==> config.mk <==
export PLATFORM = sky130hd
export DESIGN_NAME = rcm_device_flat
export DESIGN_NICKNAME = d
export VERILOG_FILES = /design/src/rtl/rcm_pkg.sv /design/src/rtl/rcm_if.sv /design/src/rtl/rcm_device.sv /design/src/flat_wrapper.sv
export SDC_FILE = /design/constraint.sdc
export NUM_CORES = 2
export LEC_CHECK = 0
export ABC_CLOCK_PERIOD_IN_PS = 13950
export BUFFER_PORTS_ARGS = -buffer_cell sky130_fd_sc_hd__buf_2
export CORE_MARGIN = 3
export CORE_UTILIZATION = 29
export DETAILED_ROUTE_END_ITERATION = 8
export PLACE_DENSITY_LB_ADDON = 0.08
export SLEW_MARGIN = 20
export SYNTH_ARGS = -nofsm -noshare
export SYNTH_HDL_FRONTEND = slang
export SYNTH_SLANG_ARGS = --single-unit
==> constraint.sdc <==
create_clock -name clk -period 13.95 [get_ports clk]
set_input_delay 2.0925 -clock clk [delete_from_list [all_inputs] [get_ports clk]]
set_output_delay 2.0925 -clock clk [all_outputs]
set_load 0.02 [all_outputs]
==> src/rtl/rcm_pkg.sv <==
// Constants shared by both ends of the rotary coordinate motion link.
// Assumes a 10 MHz clock and 32-bit signed reference-unit positions.
package rcm_pkg;
  localparam int POS_W = 32;
  // Servo command codes carried on the link.
  localparam logic [7:0] CMD_POS_SET = 8'h20;
  localparam logic [7:0] CMD_SENSOR_ON = 8'h23;
  localparam logic [7:0] CMD_INTERP = 8'h34;
  localparam logic [7:0] CMD_POSITION = 8'h35;
  localparam logic [7:0] CMD_FEED = 8'h36;
  localparam logic [7:0] CMD_TRIG_FEED = 8'h37;
  localparam logic [7:0] CMD_TRIG_POS = 8'h39;
  localparam logic [7:0] CMD_ORIGIN_RET = 8'h3A;
  localparam logic [7:0] CMD_SPEED = 8'h3C;
  localparam logic [7:0] CMD_TORQUE = 8'h3D;
  // Movement method encodings.
  typedef enum logic [1:0] {
    METH_ABS = 2'b00,
    METH_REV = 2'b01,
    METH_FWD = 2'b10,
    METH_NEAR = 2'b11
  } rcm_meth_e;
  // Origin offset setting limits and the zero and one-unit constants.
  localparam logic signed [31:0] OFS_MAX = 32'sh3FFFFFFF;
  localparam logic signed [31:0] OFS_MIN = -32'sh3FFFFFFF;
  localparam logic [31:0] ZERO_32 = 32'h00000000;
  localparam logic [31:0] ONE_32 = 32'h00000001;
  // Host register byte addresses.
  localparam logic [7:0] ADR_DATA = 8'h00;
  localparam logic [7:0] ADR_CMD = 8'h04;
  localparam logic [7:0] ADR_FIRST = 8'h08;
  localparam logic [7:0] ADR_LAST = 8'h0C;
  localparam logic [7:0] ADR_OFFSET = 8'h10;
  localparam logic [7:0] ADR_METHOD = 8'h14;
  localparam logic [7:0] ADR_FDIST = 8'h18;
  localparam logic [7:0] ADR_STATUS = 8'h1C;
  localparam logic [7:0] ADR_POS = 8'h20;
  // Status register bit positions.
  localparam int ST_DONE = 0;
  localparam int ST_WARN = 1;
  localparam int ST_ALARM = 2;
  localparam int ST_PEND = 3;
endpackage
==> src/rtl/rcm_if.sv <==
// Link between the host motion controller and the rotary axis logic.
// Assumes both ends share clk and rst_n; the testbench joins them.
`timescale 1ns/10ps
interface rcm_if;
  logic cmd_valid;
  logic [7:0] cmd_code;
  logic [31:0] cmd_data;
  logic [31:0] first_rotary_coordinate;
  logic [31:0] last_rotary_coordinate;
  logic [31:0] origin_offset_setting;
  logic [31:0] final_dist;
  logic [1:0] rotary_move_method;
  logic cmd_ack;
  logic data_setting_warning;
  logic parameter_setting_alarm;
  logic reference_done_flag;
  logic [31:0] feedback_pos;
  modport dev (
    input cmd_valid, cmd_code, cmd_data, first_rotary_coordinate,
    input last_rotary_coordinate, origin_offset_setting, final_dist,
    input rotary_move_method,
    output cmd_ack, data_setting_warning, parameter_setting_alarm,
    output reference_done_flag, feedback_pos
  );
  modport host (
    output cmd_valid, cmd_code, cmd_data, first_rotary_coordinate,
    output last_rotary_coordinate, origin_offset_setting, final_dist,
    output rotary_move_method,
    input cmd_ack, data_setting_warning, parameter_setting_alarm,
    input reference_done_flag, feedback_pos
  );
endinterface

==> src/rtl/rcm_device.sv <==
// Rotary axis logic: coordinate range, direction choice and motion.
// Assumes the host keeps settings stable and pulses cmd_valid one cycle.
//
// Decided for this implementation: the plain strobed port and the register offsets.
`timescale 1ns/10ps
module rcm_device
  import rcm_pkg::*;
(
  input wire logic clk,
  input wire logic rst_n,
  rcm_if.dev lnk,
  input wire logic [31:0] enc_pos,
  input wire logic ext_trig,
  output logic motor_step,
  output logic motor_fwd
);
  typedef enum logic [1:0] {
    ST_IDLE = 2'b00,
    ST_MOVE = 2'b01,
    ST_FEED = 2'b10
  } rcm_dev_st_e;

  typedef struct packed {
    rcm_dev_st_e st;
    logic [31:0] pos;
    logic [31:0] tgt;
    logic fwd;
    logic arm;
    logic ack;
    logic warn;
    logic alarm;
    logic step;
    logic done;
  } rcm_dev_s;

  // Reset state: idle, at coordinate zero, reference done.
  localparam rcm_dev_s DEV_RST = '{st: ST_IDLE, done: 1'b1, default: '0};

  rcm_dev_s s_r;
  rcm_dev_s s_nxt;

  logic signed [31:0] first_c;
  logic signed [31:0] last_c;
  logic rot;
  logic signed [33:0] span;

  // Rotary mode is active unless both range ends are zero.
  assign first_c = $signed(lnk.first_rotary_coordinate);
  assign last_c = $signed(lnk.last_rotary_coordinate);
  assign rot = (first_c != 32'sh0) || (last_c != 32'sh0);
  assign span = 34'(last_c) - 34'(first_c) + 34'sh1;

  // Folds a value once back into the range; one span correction only.
  function automatic logic [31:0] f_wrap(input logic signed [33:0] v);
    logic signed [33:0] w;
    w = v;
    if (rot && (w > 34'(last_c))) begin
      w = w - span;
    end else if (rot && (w < 34'(first_c))) begin
      w = w + span;
    end
    return w[31:0];
  endfunction

  // True when a value lies between first and last coordinates.
  function automatic logic f_in_rng(input logic [31:0] v);
    return !rot || (($signed(v) >= first_c) && ($signed(v) <= last_c));
  endfunction

  // Chooses the direction of travel from the position at this moment.
  function automatic logic f_dir(input logic [31:0] p, input logic [31:0] t);
    logic signed [33:0] fd;
    logic signed [33:0] rd;
    fd = 34'($signed(t)) - 34'($signed(p));
    if (fd < 34'sh0) begin
      fd = fd + span;
    end
    rd = span - fd;
    if (!rot) begin
      return $signed(t) > $signed(p);
    end
    case (rcm_meth_e'(lnk.rotary_move_method))
      METH_ABS: return $signed(t) > $signed(p);
      METH_REV: return 1'b0;
      METH_FWD: return 1'b1;
      METH_NEAR: return fd <= rd;
      default: return 1'b1;
    endcase
  endfunction

  // Command decode, range checks and one reference unit of motion a cycle.
  always_comb begin
    logic [31:0] dat;
    logic [31:0] trg_tgt;
    logic [31:0] nxt_pos;
    dat = lnk.cmd_data;
    trg_tgt = f_wrap(34'($signed(s_r.pos)) + 34'($signed(lnk.final_dist)));
    nxt_pos = s_r.fwd ? s_r.pos + ONE_32 : s_r.pos - ONE_32;
    if (rot && s_r.fwd && (s_r.pos == lnk.last_rotary_coordinate)) begin
      nxt_pos = lnk.first_rotary_coordinate;
    end else if (rot && !s_r.fwd &&
                 (s_r.pos == lnk.first_rotary_coordinate)) begin
      nxt_pos = lnk.last_rotary_coordinate;
    end
    s_nxt = s_r;
    s_nxt.ack = 1'b0;
    s_nxt.step = 1'b0;
    s_nxt.alarm = rot && !f_in_rng(lnk.origin_offset_setting);
    // Motion: a move ends on reaching the target, a feed runs on.
    case (s_r.st)
      ST_MOVE: begin
        if (s_r.pos == s_r.tgt) begin
          s_nxt.st = ST_IDLE;
        end else begin
          s_nxt.pos = nxt_pos;
          s_nxt.step = 1'b1;
        end
      end
      ST_FEED: begin
        s_nxt.pos = nxt_pos;
        s_nxt.step = 1'b1;
      end
      default: begin
        s_nxt.st = ST_IDLE;
      end
    endcase
    if (s_r.arm && ext_trig && (s_r.st != ST_IDLE)) begin
      s_nxt.arm = 1'b0;
      s_nxt.st = ST_MOVE;
      s_nxt.tgt = trg_tgt;
      s_nxt.fwd = !lnk.final_dist[POS_W-1];
    end
    // Accepted move, feed, origin and sensor-on commands override motion; a move takes its direction from pos now, a feed from the sign of the data.
    if (lnk.cmd_valid) begin
      s_nxt.ack = 1'b1;
      s_nxt.warn = 1'b0;
      case (lnk.cmd_code)
        CMD_POS_SET: begin
          if (f_in_rng(dat)) begin
            s_nxt.pos = dat;
          end else begin
            s_nxt.warn = 1'b1;
          end
        end
        CMD_SENSOR_ON: begin
          s_nxt.pos = f_wrap(34'($signed(enc_pos)) +
                             34'($signed(lnk.origin_offset_setting)));
          s_nxt.st = ST_IDLE;
          s_nxt.arm = 1'b0;
        end
        CMD_INTERP, CMD_POSITION, CMD_TRIG_POS: begin
          if (f_in_rng(dat)) begin
            s_nxt.fwd = f_dir(s_r.pos, dat);
            s_nxt.tgt = dat;
            s_nxt.st = ST_MOVE;
            s_nxt.arm = (lnk.cmd_code == CMD_TRIG_POS);
          end else begin
            s_nxt.warn = 1'b1;
          end
        end
        CMD_FEED, CMD_SPEED, CMD_TORQUE, CMD_TRIG_FEED: begin
          s_nxt.fwd = !dat[POS_W-1];
          s_nxt.st = ST_FEED;
          s_nxt.arm = (lnk.cmd_code == CMD_TRIG_FEED);
        end
        CMD_ORIGIN_RET: begin
          s_nxt.fwd = f_dir(s_r.pos, ZERO_32);
          s_nxt.tgt = ZERO_32;
          s_nxt.st = ST_MOVE;
          s_nxt.arm = 1'b0;
        end
        default: begin
          s_nxt.ack = 1'b1;
        end
      endcase
    end
    // Done flag is registered with the state so it leaves a flip-flop.
    s_nxt.done = (s_nxt.st == ST_IDLE);
  end

  // State register.
  always_ff @(posedge clk or negedge rst_n) begin
    if (!rst_n) begin
      s_r <= DEV_RST;
    end else begin
      s_r <= s_nxt;
    end
  end

  // Link and motor outputs, all straight from the state register.
  assign lnk.cmd_ack = s_r.ack;
  assign lnk.data_setting_warning = s_r.warn;
  assign lnk.parameter_setting_alarm = s_r.alarm;
  assign lnk.reference_done_flag = s_r.done;
  assign lnk.feedback_pos = s_r.pos;
  assign motor_step = s_r.step;
  assign motor_fwd = s_r.fwd;
endmodule

==> src/flat_wrapper.sv <==
// flat-port wrapper written by rule: the top's interface ports become plain ports
module rcm_device_flat import rcm_pkg::*;
  (clk, rst_n, enc_pos, ext_trig, motor_step, motor_fwd, lnk_cmd_valid, lnk_cmd_code, lnk_cmd_data, lnk_first_rotary_coordinate, lnk_last_rotary_coordinate, lnk_origin_offset_setting, lnk_final_dist, lnk_rotary_move_method, lnk_cmd_ack, lnk_data_setting_warning, lnk_parameter_setting_alarm, lnk_reference_done_flag, lnk_feedback_pos);
  rcm_if lnk_i ();
  input wire logic clk;
  input wire logic rst_n;
  input wire logic [31:0] enc_pos;
  input wire logic ext_trig;
  output logic motor_step;
  output logic motor_fwd;
  input wire logic [$bits(lnk_i.cmd_valid)-1:0] lnk_cmd_valid;
  input wire logic [$bits(lnk_i.cmd_code)-1:0] lnk_cmd_code;
  input wire logic [$bits(lnk_i.cmd_data)-1:0] lnk_cmd_data;
  input wire logic [$bits(lnk_i.first_rotary_coordinate)-1:0] lnk_first_rotary_coordinate;
  input wire logic [$bits(lnk_i.last_rotary_coordinate)-1:0] lnk_last_rotary_coordinate;
  input wire logic [$bits(lnk_i.origin_offset_setting)-1:0] lnk_origin_offset_setting;
  input wire logic [$bits(lnk_i.final_dist)-1:0] lnk_final_dist;
  input wire logic [$bits(lnk_i.rotary_move_method)-1:0] lnk_rotary_move_method;
  output wire logic [$bits(lnk_i.cmd_ack)-1:0] lnk_cmd_ack;
  output wire logic [$bits(lnk_i.data_setting_warning)-1:0] lnk_data_setting_warning;
  output wire logic [$bits(lnk_i.parameter_setting_alarm)-1:0] lnk_parameter_setting_alarm;
  output wire logic [$bits(lnk_i.reference_done_flag)-1:0] lnk_reference_done_flag;
  output wire logic [$bits(lnk_i.feedback_pos)-1:0] lnk_feedback_pos;
  assign lnk_i.cmd_valid = lnk_cmd_valid;
  assign lnk_i.cmd_code = lnk_cmd_code;
  assign lnk_i.cmd_data = lnk_cmd_data;
  assign lnk_i.first_rotary_coordinate = lnk_first_rotary_coordinate;
  assign lnk_i.last_rotary_coordinate = lnk_last_rotary_coordinate;
  assign lnk_i.origin_offset_setting = lnk_origin_offset_setting;
  assign lnk_i.final_dist = lnk_final_dist;
  assign lnk_i.rotary_move_method = lnk_rotary_move_method;
  assign lnk_cmd_ack = lnk_i.cmd_ack;
  assign lnk_data_setting_warning = lnk_i.data_setting_warning;
  assign lnk_parameter_setting_alarm = lnk_i.parameter_setting_alarm;
  assign lnk_reference_done_flag = lnk_i.reference_done_flag;
  assign lnk_feedback_pos = lnk_i.feedback_pos;
  rcm_device u_core (.clk(clk), .rst_n(rst_n), .lnk(lnk_i), .enc_pos(enc_pos), .ext_trig(ext_trig), .motor_step(motor_step), .motor_fwd(motor_fwd));
endmodule
==> flow_summary.toml <==
[cts]
postCtsResizedCells = 0
clockBufferDepth = 2
cts_sinks = 73
cts_tree = "yes"
clockRootBuffer = "clkbuf_16"
clk_pin_slew_ns = 0.08
postCtsHoldBufs = 0
clkLatencyLatePin_ns = 0.43
postCtsSetupRepairBufs = 0
cts_made_buffers = 9
cts_max_level = 3

[floorplanning]
dieWidth_um = 361
num_rows = 129
die_y_um = 361
core-area_mm2 = 0.125
start_util_pct = 29.4
dieArea_mm2 = 0.131
ios = 244

[global_routing]
grt_antenna_before_repair = 24
grt_pass1_wl_um = 276000
grt.overflow.total = 0
grt_max_degree = 56
grt_pass1_vias = 39100
grt_usage_pct = 28.9

[synthesis]
syn_inst = 5108
yosysTopAreaCellShare_pct = 25.2
yosys.cell_count.top_type = "ha_1"
ys.warnings.count = 0
ys_top_cells_by_area = "ha_1 (25%), xnor2_1 (6.1%), a21oi_1 (6.0%)"
yosys.area.top_type = "ha_1"
seq_area_frac_synth_pct = 4.99
synthFlopType = "dfrtp_1"
yosysUniqueCellTypes = 104
synth_commonest_cells = "ha_1 (737), nor2_1 (477), a21oi_1 (439)"
synthArstFlopShare_pct = 100
avgSynthCellArea_um2 = 7.17
ys_seq_elements = 73
syn_nets = 6064
synth_area_mm2 = 0.0366
synth_edf_count = 0

[worst_setup_path]
crit_arrival_ns = 12.81
cp_slowest_cell = "a2111oi_0"
endpoint_kind = "flop"
worstPathMaxFanout = 6
rr_worst_depth = 45
critPathKind = "primary input to flop"
crit_top_cell = "o21ai_0"
r2r_slack_ns = 2.91
r2r_end = "u_core.motor_fwd"
cp-start-kind = "primary input"
critical-path-max-stage-delay_ns = 0.92
critPathRequiredTime_ns = 14.30
r2r_start = "u_core.lnk.feedback_pos[1]"

[routing]
drt_wl_total_um = 197000
vias = 40900
drc_errors = 0
drt-initial-drc-count = 4241
viasPerCell = 5.88
firstDrtPassIters = 5
wire_per_inst_um = 28.4
antenna_left = 0

[timing]
slew_viol_final = 0
fmax_mhz = 80.2
setup-tns-final_ns = 0
finalCriticalPeriod_ns = 12.46
finalSetupViolCount = 0
finalHoldViolCount = 0
max_slew.worst_pin.slew_ns = 1.22
fin_ws_ns = 1.49
max_slew_margin_pct = 17.6
skew_ns = 0.0258
rsz0062_at_grt = "false"
fin_crit_sh_pct = 89.3

[min_path]
hp-start = "u_core.s_r[33]"
min_to = "u_core.s_r[33]"
worstHoldPathType = "flop to flop"
holdPathStages = 1

[finish]
final_cells = 6949
syn_to_final_growth_pct = 10.4
layout-drive-gt1-share_pct = 9.67
final_area_mm2 = 0.0404
layout.nets = 6255

[placement]
post-place-ws_ns = 1.12
place.gp.congestion = 1.04
dp_hpwl_um = 169000
placed_area_mm2 = 0.0401
port_buffers = 243
place_inst = 6925

[run_status]
status = "finished clean"

[job]
max_cap_viol_count = 0
==> cells in the final DEF (no fill, tap or decap), types with 54 or more instances in the layout <==
cell      Yosys  final
a211oi_1     58     58
a21o_1      186    186
a21oi_1     439    439
buf_2         5    242
buf_4        33    128
dfrtp_1      72     72
ha_1        737    736
inv_1       343    343
nand2_1     335    334
nand2b_1     89     89
nand3_1     108    108
nand4_1     106    106
nor2_1      477    475
nor2b_1      87     87
nor3_1      142    141
o21a_1      106    106
o21ai_0     302    302
o21bai_1     70     70
or3_1        54     54
xnor2_1     254    253
xor2_1      115    113
==> sequential cells by signal (all words and copies together) (netlist names) <==
name / flops
u_core.s_r: 35
u_core.lnk.feedback_pos: 32
u_core.lnk.parameter_setting_alarm: 1
u_core.lnk.reference_done_flag: 1
u_core.motor_step: 1
u_core.lnk.cmd_ack: 1
u_core.lnk.data_setting_warning: 1
u_core.motor_fwd: 1
==> through the flow <==
stage               utilization (%)  hold slack (ns)
floorplan                         -            0.488
global placement               32.2            0.524
detailed placement             32.2            0.525
CTS                            32.4            0.541
global route                   32.4            0.555
finish                         32.5            0.539
==> final cells by class <==
cell class	count	area (µm²)
Fill cell	13600	84200
Multi-Input combinational cell	4496	32800
Timing Repair Buffer	370	2170
Tap cell	1637	2050
Sequential cell	73	1830
Inverter	349	1310
Clock buffer	12	256
Clock inverter	4	51.3
Antenna cell	8	20.0
==> kinds of logic (layout without fill, tap and decap cells) <==
| family | after synthesis | count (layout) | share of synthesized area, % |
|---|---|---|---|
| adders and majority gates | 756 | 756 | 26.0 |
| AOI/OAI and AO/OA | 1675 | 1675 | 30.4 |
| buffers and inverters | 539 | 735 | 5.88 |
| other | 0 | 8 | 0 |
| DFF | 73 | 73 | 4.99 |
| xor gates and xnor gates | 372 | 372 | 8.97 |
| and+or+nand+nor | 1641 | 1641 | 22.2 |
| muxes | 52 | 52 | 1.51 |
==> worst max path at each step <==
stage	start	end	slack, ns	depth (start not counted)
2_1_floorplan	lnk_first_rotary_coordinate[4]	u_core.motor_fwd	3.26	44
3_3_place_gp	lnk_first_rotary_coordinate[2]	u_core.motor_fwd	1.32	46
3_5_place_dp	lnk_first_rotary_coordinate[2]	u_core.motor_fwd	1.12	46
4_1_cts	lnk_first_rotary_coordinate[2]	u_core.motor_fwd	1.54	46
5_1_grt	lnk_first_rotary_coordinate[2]	u_core.motor_fwd	0.55	46
6_report	lnk_first_rotary_coordinate[2]	u_core.motor_fwd	1.49	46
==> per-layer routing <==
layer  track usage [%]  up-vias  share of wire [%]
met3              4.48      243                7.7
met4              11.2       12                4.3
met2              45.1     1566                 43
met1              39.7    19700                 45
met5             0.835        -               0.12
li1                  -    19300                  -
==> worst max-delay path, delay by kind of cell <==
family | cells | cell delay, ns
and+or+nand+nor | 11 | 2.06
buffers and inverters | 4 | 0.65
xor gates and xnor gates | 3 | 0.40
adders and majority gates | 6 | 2.08
AOI/OAI and AO/OA | 22 | 5.50
Power is left out: the tool's default activity adds up to more than one toggle a clock period on the data nets, which glitch-free logic cannot reach.
